$ cat src/verilog/dci_pkg.sv
// dci_pkg: constants and carrier types for the converter control block.
// assumes a byte-wide register bus from the processor core and a 12-bit converter stage.
package dci_pkg;

	// register offsets on the core register bus
	localparam logic [7:0] DCI_ADDR_CODE_LOW  = 8'hfb;
	localparam logic [7:0] DCI_ADDR_CODE_HIGH = 8'hfc;
	localparam logic [7:0] DCI_ADDR_CONTROL   = 8'hfd;

	// reset values
	localparam logic [7:0] DCI_RST_CODE_LOW  = 8'h00;
	localparam logic [7:0] DCI_RST_CODE_HIGH = 8'h00;
	localparam logic [7:0] DCI_RST_CONTROL   = 8'h00;

	// value read back from an unmapped address
	localparam logic [7:0] DCI_UNMAPPED_RDATA = 8'h00;

	// control register field positions
	localparam int DCI_BIT_POWER_ENABLE = 0;
	localparam int DCI_BIT_CODE_CLEAR_N = 1;
	localparam int DCI_BIT_RANGE_SELECT = 2;
	localparam int DCI_BIT_BYTE_MODE    = 3;
	localparam int DCI_BIT_PIN_SELECT   = 4;

	// implemented control bits, reserved bits 7..5 read as zero
	localparam logic [7:0] DCI_CONTROL_MASK = 8'h1f;

	// code layout
	localparam int DCI_CODE_WIDTH = 12;
	localparam int DCI_BYTE_WIDTH = 8;
	localparam int DCI_NIBBLE_WIDTH = DCI_CODE_WIDTH - DCI_BYTE_WIDTH;
	localparam logic [DCI_NIBBLE_WIDTH-1:0] DCI_PAD_ZERO = 4'h0;
	localparam logic [DCI_CODE_WIDTH-1:0]   DCI_CODE_ZERO = 12'h000;

	// one register bus request
	typedef struct packed {
		logic [7:0] addr;
		logic [7:0] wdata;
		logic       wr;
		logic       rd;
	} dci_sfr_req_t;

	// decoded control register
	typedef struct packed {
		logic pin_select;
		logic byte_mode;
		logic range_select;
		logic code_clear_n;
		logic power_enable;
	} dci_ctrl_t;

	// signals to the analog converter stage
	typedef struct packed {
		logic [DCI_CODE_WIDTH-1:0] code;
		logic                      range_select;
		logic                      pin_select;
		logic                      power_down;
	} dci_analog_t;

endpackage : dci_pkg

$ cat src/verilog/dci_top.sv
// dci_top: register file and output control for the on-chip 12-bit voltage converter.
// assumes a byte-wide core register bus: one-cycle write and read strobes,
// whole-byte access only, read data returned from a flop one cycle after the strobe.
`timescale 1ns/1ps

// Function
// - 12-bit output changes on low write, clear or width-mode change
// - code right-justified: low byte, high nibble
// - control bit 4 selects output pin
// - bit 3: low byte to MSBs, LSBs zero
// - control bit 2 selects output range
// - bit 1 low holds data registers zero
// - bit 0 enables, zero powers converter down
// - data registers reset zero, byte access only
// - control bits 7 to 5 reserved
module dci_top (
	input  wire logic        i_ref_clk,
	input  wire logic        i_rst_n,
	input  wire logic [7:0]  i_sfr_addr,
	input  wire logic [7:0]  i_sfr_wdata,
	input  wire logic        i_sfr_wr,
	input  wire logic        i_sfr_rd,
	output logic      [7:0]  o_sfr_rdata,
	output logic             o_sfr_hit,
	output logic      [11:0] o_dac_code,
	output logic             o_output_range_select,
	output logic             o_output_pin_select,
	output logic             o_power_down,
	output logic             o_code_updated
);

	// bus request gathered into one carrier
	dci_pkg::dci_sfr_req_t req;

	assign req = '{addr: i_sfr_addr, wdata: i_sfr_wdata, wr: i_sfr_wr, rd: i_sfr_rd};

	// address decode
	wire sel_low  = (req.addr == dci_pkg::DCI_ADDR_CODE_LOW);
	wire sel_high = (req.addr == dci_pkg::DCI_ADDR_CODE_HIGH);
	wire sel_ctrl = (req.addr == dci_pkg::DCI_ADDR_CONTROL);
	wire sel_any  = sel_low | sel_high | sel_ctrl;

	// write strobes, whole bytes only
	wire wr_low  = req.wr & sel_low;
	wire wr_high = req.wr & sel_high;
	wire wr_ctrl = req.wr & sel_ctrl;

	// register contents
	logic [7:0] code_low;
	logic [7:0] code_high;
	logic [7:0] control;

	dci_pkg::dci_ctrl_t ctrl_now;
	dci_pkg::dci_ctrl_t ctrl_next;

	// control register; reserved bits masked off
	dci_byte_reg #(
		.WIDTH     (8),
		.RESET_VAL (dci_pkg::DCI_RST_CONTROL),
		.WR_MASK   (dci_pkg::DCI_CONTROL_MASK)
	) u_control (
		.i_ref_clk   (i_ref_clk),
		.i_rst_n     (i_rst_n),
		.i_hold_zero (1'b0),
		.i_wr        (wr_ctrl),
		.i_wdata     (req.wdata),
		.o_value     (control)
	);

	// control fields as stored and as they will be after this edge
	wire [7:0] control_next = wr_ctrl ? (req.wdata & dci_pkg::DCI_CONTROL_MASK) : control;

	assign ctrl_now = '{
		pin_select:   control[dci_pkg::DCI_BIT_PIN_SELECT],
		byte_mode:    control[dci_pkg::DCI_BIT_BYTE_MODE],
		range_select: control[dci_pkg::DCI_BIT_RANGE_SELECT],
		code_clear_n: control[dci_pkg::DCI_BIT_CODE_CLEAR_N],
		power_enable: control[dci_pkg::DCI_BIT_POWER_ENABLE]
	};

	assign ctrl_next = '{
		pin_select:   control_next[dci_pkg::DCI_BIT_PIN_SELECT],
		byte_mode:    control_next[dci_pkg::DCI_BIT_BYTE_MODE],
		range_select: control_next[dci_pkg::DCI_BIT_RANGE_SELECT],
		code_clear_n: control_next[dci_pkg::DCI_BIT_CODE_CLEAR_N],
		power_enable: control_next[dci_pkg::DCI_BIT_POWER_ENABLE]
	};

	// data registers are held at zero while the clear bit is low
	wire hold_data = ~ctrl_now.code_clear_n;

	// low data byte, zero at power-on
	dci_byte_reg #(
		.WIDTH     (8),
		.RESET_VAL (dci_pkg::DCI_RST_CODE_LOW)
	) u_code_low (
		.i_ref_clk   (i_ref_clk),
		.i_rst_n     (i_rst_n),
		.i_hold_zero (hold_data),
		.i_wr        (wr_low),
		.i_wdata     (req.wdata),
		.o_value     (code_low)
	);

	// high data byte, zero at power-on
	dci_byte_reg #(
		.WIDTH     (8),
		.RESET_VAL (dci_pkg::DCI_RST_CODE_HIGH)
	) u_code_high (
		.i_ref_clk   (i_ref_clk),
		.i_rst_n     (i_rst_n),
		.i_hold_zero (hold_data),
		.i_wr        (wr_high),
		.i_wdata     (req.wdata),
		.o_value     (code_high)
	);

	// data register values after this edge, clear taken into account
	wire [7:0] low_next  = hold_data ? 8'h00 : (wr_low ? req.wdata : code_low);
	wire [7:0] high_next = hold_data ? 8'h00 : (wr_high ? req.wdata : code_high);

	// effective code: right-justified 12-bit or low byte on the top 8 bits
	wire [11:0] code_wide = {high_next[dci_pkg::DCI_NIBBLE_WIDTH-1:0], low_next};
	wire [11:0] code_byte = {low_next, dci_pkg::DCI_PAD_ZERO};
	wire [11:0] code_sel  = ctrl_next.byte_mode ? code_byte : code_wide;

	// loads: a low-byte write, a clear, or a change of width mode; a high write alone waits
	wire mode_change = wr_ctrl & (ctrl_next.byte_mode != ctrl_now.byte_mode);
	wire load_code   = wr_low | hold_data | mode_change;

	// registered outputs toward the converter
	dci_pkg::dci_analog_t analog;
	logic                 updated;

	dci_code_stage u_code_stage (
		.i_ref_clk (i_ref_clk),
		.i_rst_n   (i_rst_n),
		.i_load    (load_code),
		.i_code    (code_sel),
		.i_ctrl    (ctrl_next), // static controls land on the edge of the control write
		.o_analog  (analog),
		.o_updated (updated)
	);

	assign o_dac_code            = analog.code;
	assign o_output_range_select = analog.range_select;
	assign o_output_pin_select   = analog.pin_select;
	assign o_power_down          = analog.power_down;
	assign o_code_updated        = updated;

	// read selection; reserved control bits read as zero
	wire [7:0] rd_value = sel_low  ? code_low :
	                      sel_high ? code_high :
	                      sel_ctrl ? (control & dci_pkg::DCI_CONTROL_MASK) :
	                      dci_pkg::DCI_UNMAPPED_RDATA;

	logic [7:0] rdata_q;
	logic       hit_q;

	// read data and hit flag, captured on the read strobe and held until the next
	always_ff @(posedge i_ref_clk or negedge i_rst_n) begin
		if (!i_rst_n) begin
			rdata_q <= dci_pkg::DCI_UNMAPPED_RDATA;
			hit_q   <= 1'b0;
		end else if (req.rd) begin
			rdata_q <= rd_value;
			hit_q   <= sel_any;
		end
	end

	assign o_sfr_rdata = rdata_q;
	assign o_sfr_hit   = hit_q;

endmodule : dci_top

$ cat src/verilog/dci_byte_reg.sv
// dci_byte_reg: one byte-wide software register with write strobe and hold-at-zero.
// assumes the write strobe and data are synchronous to i_ref_clk.
`timescale 1ns/1ps
module dci_byte_reg #(
	parameter int                 WIDTH     = 8,
	parameter logic [WIDTH-1:0]   RESET_VAL = '0,
	parameter logic [WIDTH-1:0]   WR_MASK   = '1
) (
	input  wire logic             i_ref_clk,
	input  wire logic             i_rst_n,
	input  wire logic             i_hold_zero,
	input  wire logic             i_wr,
	input  wire logic [WIDTH-1:0] i_wdata,
	output logic      [WIDTH-1:0] o_value
);

	logic [WIDTH-1:0] value_q;
	logic [WIDTH-1:0] value_d;

	// elaboration check: the register is at most one byte wide
	if (WIDTH < 1 || WIDTH > 8) begin : g_width_check
		$error("dci_byte_reg: WIDTH must be 1 to 8");
	end

	// hold-at-zero wins over a write; masked bits never store
	assign value_d = i_hold_zero ? '0 : (i_wr ? (i_wdata & WR_MASK) : value_q);

	// storage
	always_ff @(posedge i_ref_clk or negedge i_rst_n) begin
		if (!i_rst_n) begin
			value_q <= RESET_VAL;
		end else begin
			value_q <= value_d;
		end
	end

	assign o_value = value_q;

endmodule : dci_byte_reg

$ cat src/verilog/dci_code_stage.sv
// dci_code_stage: registered outputs toward the analog converter stage.
// assumes load and clear are single-cycle decisions made by the register logic.
`timescale 1ns/1ps
module dci_code_stage (
	input  wire logic                               i_ref_clk,
	input  wire logic                               i_rst_n,
	input  wire logic                               i_load,
	input  wire logic [dci_pkg::DCI_CODE_WIDTH-1:0] i_code,
	input  wire dci_pkg::dci_ctrl_t                 i_ctrl,
	output dci_pkg::dci_analog_t                    o_analog,
	output logic                                    o_updated
);

	dci_pkg::dci_analog_t analog_q;
	dci_pkg::dci_analog_t analog_d;
	logic                 updated_q;

	// code moves only on a load; static controls follow the control register
	always_comb begin
		analog_d              = analog_q;
		analog_d.code         = i_load ? i_code : analog_q.code;
		analog_d.range_select = i_ctrl.range_select;
		analog_d.pin_select   = i_ctrl.pin_select;
		analog_d.power_down   = ~i_ctrl.power_enable;
	end

	// output flops; power-down asserted out of reset
	always_ff @(posedge i_ref_clk or negedge i_rst_n) begin
		if (!i_rst_n) begin
			analog_q  <= '{code: dci_pkg::DCI_CODE_ZERO, range_select: 1'b0,
			               pin_select: 1'b0, power_down: 1'b1};
			updated_q <= 1'b0;
		end else begin
			analog_q  <= analog_d;
			updated_q <= i_load && (i_code != analog_q.code);
		end
	end

	assign o_analog  = analog_q;
	assign o_updated = updated_q;

endmodule : dci_code_stage

$ cat config.mk
export PLATFORM = sky130hd
export DESIGN_NAME = dci_top
export DESIGN_NICKNAME = d
export VERILOG_FILES = /design/src/verilog/dci_pkg.sv /design/src/verilog/dci_top.sv /design/src/verilog/dci_byte_reg.sv /design/src/verilog/dci_code_stage.sv
export SDC_FILE = /design/constraint.sdc
export NUM_CORES = 1
export LEC_CHECK = 0
export BUFFER_PORTS_ARGS = -buffer_cell sky130_fd_sc_hd__buf_2
export CORE_MARGIN = 5
export CORE_UTILIZATION = 40
export CTS_BUF_LIST = sky130_fd_sc_hd__clkbuf_8
export DETAILED_ROUTE_END_ITERATION = 12
export PLACE_DENSITY = 0.72
export SETUP_SLACK_MARGIN = 0.5
export SLEW_MARGIN = 20
export SYNTH_ARGS = -nofsm -noshare
export SYNTH_HDL_FRONTEND = slang
export SYNTH_SLANG_ARGS = --single-unit
$ cat constraint.sdc
create_clock -name i_ref_clk -period 2.1 [get_ports i_ref_clk]
set_input_delay 0.21 -clock i_ref_clk [delete_from_list [all_inputs] [get_ports i_ref_clk]]
set_output_delay 0.21 -clock i_ref_clk [all_outputs]
set_load 0.05 [all_outputs]
Word level (Yosys, flattened, before mapping)
Index checks and enable logic that the tools add are counted.
{ "word_totals": {"word_cells": 38, "reg_bits": 46, "input_bits": 20, "out_inout_bits": 25} }
{ "classes": {"bitwise": 10, "reduce_logical": 1, "n_mux": 9, "eq_ne": 6} }
{ "op_table": {"columns": ["op", "n"], "rows": [
  ["$mux 8", 6],
  ["$eq 8x8->1 const B", 3],
  ["$mux 12", 1],
  ["$ne 12x12->1", 1],
  ["$mux 5", 2],
  ["$and 1x1->1", 4],
  ["$or 1x1->1", 4],
  ["$ne 2x1->1 const B", 1],
  ["$not 1->1", 2],
  ["$logic_and 1x1->1", 1],
  ["$ne 1x1->1", 1]
]} }

Longest topological paths before layout
{ "logic_depth": {"depth_word": 7, "ltp_mapped": 9, "depth_no_buf": 8} }

Modules after synthesis
From an unflattened synthesis, not the netlist that was laid out.
{ "unflattened": {"hier_cells": 241, "hier_area_um2": 2573.7} }
{ "by_module_without_submodules": {"columns": ["mod", "area_per_inst_um2", "seq_area_each_um2", "cells_per_inst", "instances"], "rows": [
  ["dci_top", 1007.2, 225.2, 123, 1],
  ["dci_code_stage", 684.4, 401.6, 46, 1],
  ["dci_byte_reg (u_code_high ...)", 325.3, 200.2, 26, 2],
  ["dci_byte_reg (u_control)", 231.5, 125.1, 20, 1]
]} }

Worst setup path before layout
No wires, ideal clock.
{ "synth_path": {"path_type": "input port to flip-flop", "startpoint": "input i_sfr_addr[5]", "endpoint": "register u_code_stage.updated_q, in the netlist u_code_stage.o_updated", "n_path_buf": 1, "required_time_ps": 1971, "arrival_time_ps": 2079, "path_slack_ps": -109, "cell_stages": 8, "path_cell_list": "nand3_2 -> buf_6 -> nor4_4 -> mux2i_1 -> a2bb2oi_1 -> xor2_1 -> nand3_1 -> o41a_1"} }
{ "synth_between": {"elab_chain_cells": 7, "elab_cells_between_ends": 18, "classes_between": "5 x eq/ne; 6 x mux; 6 x bitwise; 1 x reduce/logical"} }
{ "synth_lines": {"columns": ["item", "line_no", "text"], "rows": [
  ["start: declaration", "dci_top.sv:19", "input wire logic [7:0] i_sfr_addr,"],
  ["$eq 8x8->1 (on tied branches)", "dci_top.sv:38, dci_top.sv:39, dci_top.sv:40", null],
  ["$and 1x1->1 (on tied branches)", "dci_top.sv:44, dci_top.sv:45, dci_top.sv:46", null],
  ["$mux 8 or $mux 5 (tied branches)", null, null],
  ["$mux 8 or $ne 1x1->1 (tied branches)", null, null],
  ["$mux 12 or $and 1x1->1 (tied branches)", "dci_top.sv:125, dci_top.sv:128", null],
  ["$ne 12x12->1 or $or 1x1->1 (tied branches)", "dci_code_stage.sv:35, dci_top.sv:129", null],
  ["$logic_and 1x1->1 (*)", "dci_code_stage.sv:35", "updated_q <= i_load && (i_code != analog_q.code);"],
  ["end signal: assignment", "dci_code_stage.sv:35", null],
  ["end: declaration", "dci_code_stage.sv:16", "logic updated_q;"]
]} }
Mark *: on every way between the ends. The rest lies on a longest branch, timed or not. The select of a mux whose other input is x is not followed.
A chain may end at the register's enable or synchronous reset.

Worst setup path in the final report
{ "layout_path": {"startpoint": "input i_sfr_addr[3]", "endpoint": "register u_code_stage.updated_q, in the netlist u_code_stage.o_updated"} }
{ "layout_between": {"elab_chain_cells": 7, "elab_cells_between_ends": 18, "classes_between": "5 x eq/ne; 6 x mux; 6 x bitwise; 1 x reduce/logical"} }
{ "layout_lines": {"columns": ["item", "line_no", "text"], "rows": [
  ["$eq 8x8->1 (*)", "dci_top.sv:40", "wire sel_ctrl = (req.addr == dci_pkg::DCI_ADDR_CONTROL);"],
  ["$and 1x1->1 (*)", "dci_top.sv:46", "wire wr_ctrl = req.wr & sel_ctrl;"],
  ["$mux 5 (*)", null, null],
  ["net control_next[3]", "dci_top.sv:71", "wire [7:0] control_next = wr_ctrl ? (req.wdata & dci_pkg::DCI_CONTROL_MASK) : control;"],
  ["branches (longest 3 deep; another with $mux 12)", null, null],
  ["$logic_and 1x1->1 (*)", "dci_code_stage.sv:35", null]
]} }
Mark *: on every way through the listed nets, which the timed path passes. The select of a mux whose other input is x is not followed.

==> flow_summary.html <==
<table>
<tr><th>Metric</th><th>Value</th></tr>
<tr><th colspan="2">Detailed routing</th></tr>
<tr><td>Number of design-rule violations left by the first detailed-router iteration</td><td>217</td></tr>
<tr><td># DRC</td><td>0</td></tr>
<tr><td>Routed Antenna Nets</td><td>0</td></tr>
<tr><td>Per-cell via count in the routed design</td><td>5.42</td></tr>
<tr><td>Wirelength, routed</td><td>7.07 mm</td></tr>
<tr><td>Number of iterations in the first detailed-routing pass</td><td>4</td></tr>
<tr><td>Vias after detailed routing</td><td>2139</td></tr>
<tr><td>Wire length per cell after detailed routing</td><td>17.9 um</td></tr>
<tr><th colspan="2">Die</th></tr>
<tr><td>Initial standard-cell utilization of the core</td><td>41.6%</td></tr>
<tr><td>Placeable core area</td><td>5570 um2</td></tr>
<tr><td>Die Span X</td><td>86.2 um</td></tr>
<tr><td>Die boundary height</td><td>86.2 um</td></tr>
<tr><td>Rows</td><td>27</td></tr>
<tr><td>Area of the die</td><td>7420 um2</td></tr>
<tr><td>I/O pin cnt</td><td>45</td></tr>
<tr><th colspan="2">Timing</th></tr>
<tr><td>Measured slew at the worst slew-check pin</td><td>0.641 ns</td></tr>
<tr><td>Number of max-slew violations in the final report</td><td>0</td></tr>
<tr><td>Hold violation count in the final report</td><td>0</td></tr>
<tr><td>Relative slew slack</td><td>57.2%</td></tr>
<tr><td>Fin crit share</td><td>98.7%</td></tr>
<tr><td>Top achievable clock speed</td><td>0.482 GHz</td></tr>
<tr><td>Minimum setup slack in the final design</td><td>0.0271 ns</td></tr>
<tr><td>Total negative slack for setup checks</td><td>0 ns</td></tr>
<tr><td>Finish-stage setup viols</td><td>0</td></tr>
<tr><td>Clock period minus worst slack</td><td>2.07 ns</td></tr>
<tr><td>Setup repair after global routing missed its margin</td><td>true</td></tr>
<tr><td>Clk_skew</td><td>0.00501 ns</td></tr>
<tr><th colspan="2">Clocking</th></tr>
<tr><td>Max Buffers Root-to-Sink</td><td>2</td></tr>
<tr><td>CTS H-tree depth</td><td>2</td></tr>
<tr><td>Clock Tree Root</td><td>clkbuf_8</td></tr>
<tr><td>Clock latency reported for the late side of the worst-skew pair</td><td>0.30 ns</td></tr>
<tr><td>CTS tree</td><td>built</td></tr>
<tr><td>Clock buffers created by TritonCTS</td><td>5</td></tr>
<tr><td>Clock slew seen by the registers of the worst setup and hold paths</td><td>0.08 ns</td></tr>
<tr><td>Count of clock tree sinks</td><td>44</td></tr>
<tr><th colspan="2">Critical path</th></tr>
<tr><td>Data arrival at the endpoint of the critical path</td><td>2.25 ns</td></tr>
<tr><td>List of cells traversed by the critical path</td><td>buf_8, nand3_4, buf_6, or3_4, a21oi_4, clkinv_4, mux2i_4, xor2_1, nand2_1, o41a_1</td></tr>
<tr><td>Delay of the slowest cell on the worst path</td><td>0.39 ns</td></tr>
<tr><td>Family with the most delay on the worst path</td><td>compound AO/OA/AOI/OAI gates</td></tr>
<tr><td>Buffers &amp; Inverters on Critical Path</td><td>3</td></tr>
<tr><td>Req. time, crit path</td><td>2.28 ns</td></tr>
<tr><td>Nature of the critical path startpoint</td><td>input pin</td></tr>
<tr><td>Critical Path End Type</td><td>register</td></tr>
<tr><td>Critical path start-end classification</td><td>input pin to register</td></tr>
<tr><td>Max FO, Critical Path</td><td>8</td></tr>
<tr><td>Cell with the biggest individual delay on the critical path</td><td>or3_4</td></tr>
<tr><th colspan="2">Yosys</th></tr>
<tr><td>Main area contributors after synthesis</td><td>dfrtp_1 (46%), mux2i_1 (9.9%), nand2_1 (4.0%)</td></tr>
<tr><td>Register area share after synthesis</td><td>47.5%</td></tr>
<tr><td>Number of different library cells in the post-synthesis netlist</td><td>43</td></tr>
<tr><td>Synth top area share</td><td>46.4%</td></tr>
<tr><td>Most common library cells after synthesis</td><td>dfrtp_1 (43), nand2_1 (25), mux2i_1 (23)</td></tr>
<tr><td>Total of warnings raised by yosys</td><td>0</td></tr>
<tr><td>Predominant post-synthesis flop cell</td><td>dfrtp_1</td></tr>
<tr><td>Post-synth design cell area</td><td>2320 um2</td></tr>
<tr><td>Mean instance size in the synthesized netlist</td><td>10.4 um2</td></tr>
<tr><td>Count of flip-flops with a built-in enable after synthesis</td><td>0</td></tr>
<tr><td>Share of async-settable or async-resettable flops after synthesis</td><td>100%</td></tr>
<tr><td>Most numerous cell in the Yosys netlist</td><td>dfrtp_1</td></tr>
<tr><td>Number of register bits inferred by synthesis</td><td>44</td></tr>
<tr><td>Total nets after synthesis</td><td>242</td></tr>
<tr><td>Gate count after technology mapping</td><td>222</td></tr>
<tr><td>Largest area contributor in the netlist</td><td>dfrtp_1</td></tr>
<tr><th colspan="2">Cells and area</th></tr>
<tr><td># nets final</td><td>342</td></tr>
<tr><td>Fraction of layout instances using a drive strength above 1</td><td>48.3%</td></tr>
<tr><td>Total inserted antenna cells</td><td>0</td></tr>
<tr><td>Finished Cell Area</td><td>3420 um2</td></tr>
<tr><td>Synthesis-to-finish area growth</td><td>47.5%</td></tr>
<tr><th colspan="2">Global route</th></tr>
<tr><td>Vias in the first global route</td><td>2091</td></tr>
<tr><td>Initial antenna violation count</td><td>0</td></tr>
<tr><td>Largest net degree at the start of global routing</td><td>27</td></tr>
<tr><td>Total global routing overflow</td><td>0</td></tr>
<tr><td>Global Route Usage Sum</td><td>18.0%</td></tr>
<tr><td>Wire length of the first global-routing pass</td><td>10.3 mm</td></tr>
<tr><th colspan="2">Job</th></tr>
<tr><td>Number of max-capacitance violations reported</td><td>0</td></tr>
<tr><th colspan="2">Placement</th></tr>
<tr><td>Placer Congestion</td><td>0.883</td></tr>
<tr><td>HPWL reported at the end of detailed placement</td><td>4.50 mm</td></tr>
<tr><td>Cell area after placement</td><td>2940 um2</td></tr>
<tr><td>Post-Place Worst Slack</td><td>-0.356 ns</td></tr>
<tr><td>Buffers added on ports</td><td>44</td></tr>
<tr><th colspan="2">Power</th></tr>
<tr><td>Total leakage power</td><td>1.54 nW</td></tr>
<tr><td>P per Cell Area</td><td>510 nW/um2</td></tr>
<tr><td>Peak ir drop on the vdd network</td><td>0.330 mV</td></tr>
<tr><td>Reg power frac</td><td>51.0%</td></tr>
<tr><td>P_int</td><td>1.21 mW</td></tr>
<tr><td>Switching power as a share of total power</td><td>30.5%</td></tr>
<tr><td>P_sw</td><td>533 uW</td></tr>
<tr><td>Logic pwr share</td><td>18.4%</td></tr>
<tr><td>Portion of total power attributed to the clock network</td><td>30.6%</td></tr>
<tr><th colspan="2">Min path</th></tr>
<tr><td>Class of the most critical hold timing path</td><td>input pin to register</td></tr>
<tr><th colspan="2">Run status</th></tr>
<tr><td>Outcome</td><td>finished clean</td></tr>
</table>
## cell type report
cell class | instances | area (um2)
fill | 435 | 2150
multi-input combinational | 159 | 1370
sequential | 44 | 1100
timing repair buffer | 103 | 736
tap | 72 | 90.1
clock buffer | 5 | 68.8
inverter | 9 | 38.8
clock inverter | 3 | 16.3
## routing by layer
metal | track usage [%] | wire length (um)
met4 | 6.91 | 192
met1 | 23.3 | 2980
met3 | 4.32 | 477
met2 | 28.9 | 3420
met5 | 0 | 0
## worst register-to-register path: stages (launching register included)
cell and delay [ns]:
dfrtp_2 0.47, buf_4 0.17, buf_4 0.14, nand2_1 0.11, mux2i_4 0.10, mux2i_2 0.24, xor2_1 0.18, o2111ai_1 0.14
o41a_1 0.34
## sequential cells by signal (all words and copies together) (netlist names)
signal and count:
u_code_stage.o_analog 13, o_sfr_rdata 8, u_code_high.o_value 8, u_code_low.o_value 8, u_control.o_value 5, o_sfr_hit 1, u_code_stage.o_updated 1
## stage by stage
stage	power (mW)	instances	utilization [%]	hold slack [ns]
2_1_floorplan	1.07	222	-	-0.0856
4_1_cts	1.72	387	56.7	0.157
3_5_place_dp	1.18	374	52.8	0.264
6_report	1.75	395	61.4	0.170
5_1_grt	1.81	395	61.4	0.173
3_3_place_gp	1.18	374	52.8	0.254
## layout by cell type, fill, tap and decap left out, drive strengths merged, types with 3 or more instances in the layout
master and instances:
xnor2 3, a22oi 6, nand3 6, nor3 5
o21ai 7, xor2 8, nor2b 8, a21oi 13
dfrtp 43, clkbuf 6, inv 9, mux2i 23
mux2 6, nor2 17, buf 101, nand2 25
nor4 6, a31oi 3
## logic make-up (layout without fill, tap and decap cells)
| group | after synthesis | in the layout | synth area share (%) |
|---|---|---|---|
| AOI/OAI and AO/OA | 42 | 42 | 12.6 |
| and+or+nand+nor | 77 | 77 | 19.0 |
| buffers and inverters | 19 | 120 | 3.88 |
| xor gates and xnor gates | 11 | 11 | 4.15 |
| muxes | 29 | 29 | 12.8 |
| DFF | 44 | 44 | 47.5 |
## final timing paths
check	startpoint	to	slack (ns)	cells past startpoint
min in group asynchronous	i_rst_n	u_code_high.o_value[5]$_DFFE_PN0P_	0.45	2
worst max-delay path	i_sfr_addr[3]	u_code_stage.o_updated$_DFF_PN0_	0.03	10
max in group asynchronous	i_rst_n	u_code_stage.o_analog[0]$_DFF_PN1_	0.98	3
worst min-delay path	i_sfr_wdata[0]	u_code_stage.o_analog[0]$_DFF_PN1_	0.17	2
worst max register to register	u_control.o_value[1]$_DFFE_PN0P_	u_code_stage.o_updated$_DFF_PN0_	0.09	8
worst min register to register	u_control.o_value[0]$_DFF_PN0_	u_code_stage.o_analog[0]$_DFF_PN1_	0.46	1
## repair_timing
item,in CTS,in global routing
cloned,0,1
pin swaps,3,12
buffers inserted,4,7
gates resized for setup,19,43
hold buffers,1,0
hold endpoints to repair,24,0
setup endpoints to repair,9,11
## power groups by stage
stage / registers, mW / logic, mW / clock network (mW)
finish: 0.891 / 0.321 / 0.534
global route: 0.894 / 0.342 / 0.576
CTS: 0.889 / 0.291 / 0.543
detailed placement: 0.905 / 0.278 / 0
global placement: 0.906 / 0.275 / 0
floorplan: 0.987 / 0.0806 / 0
Power figures use the tool's default switching activity.
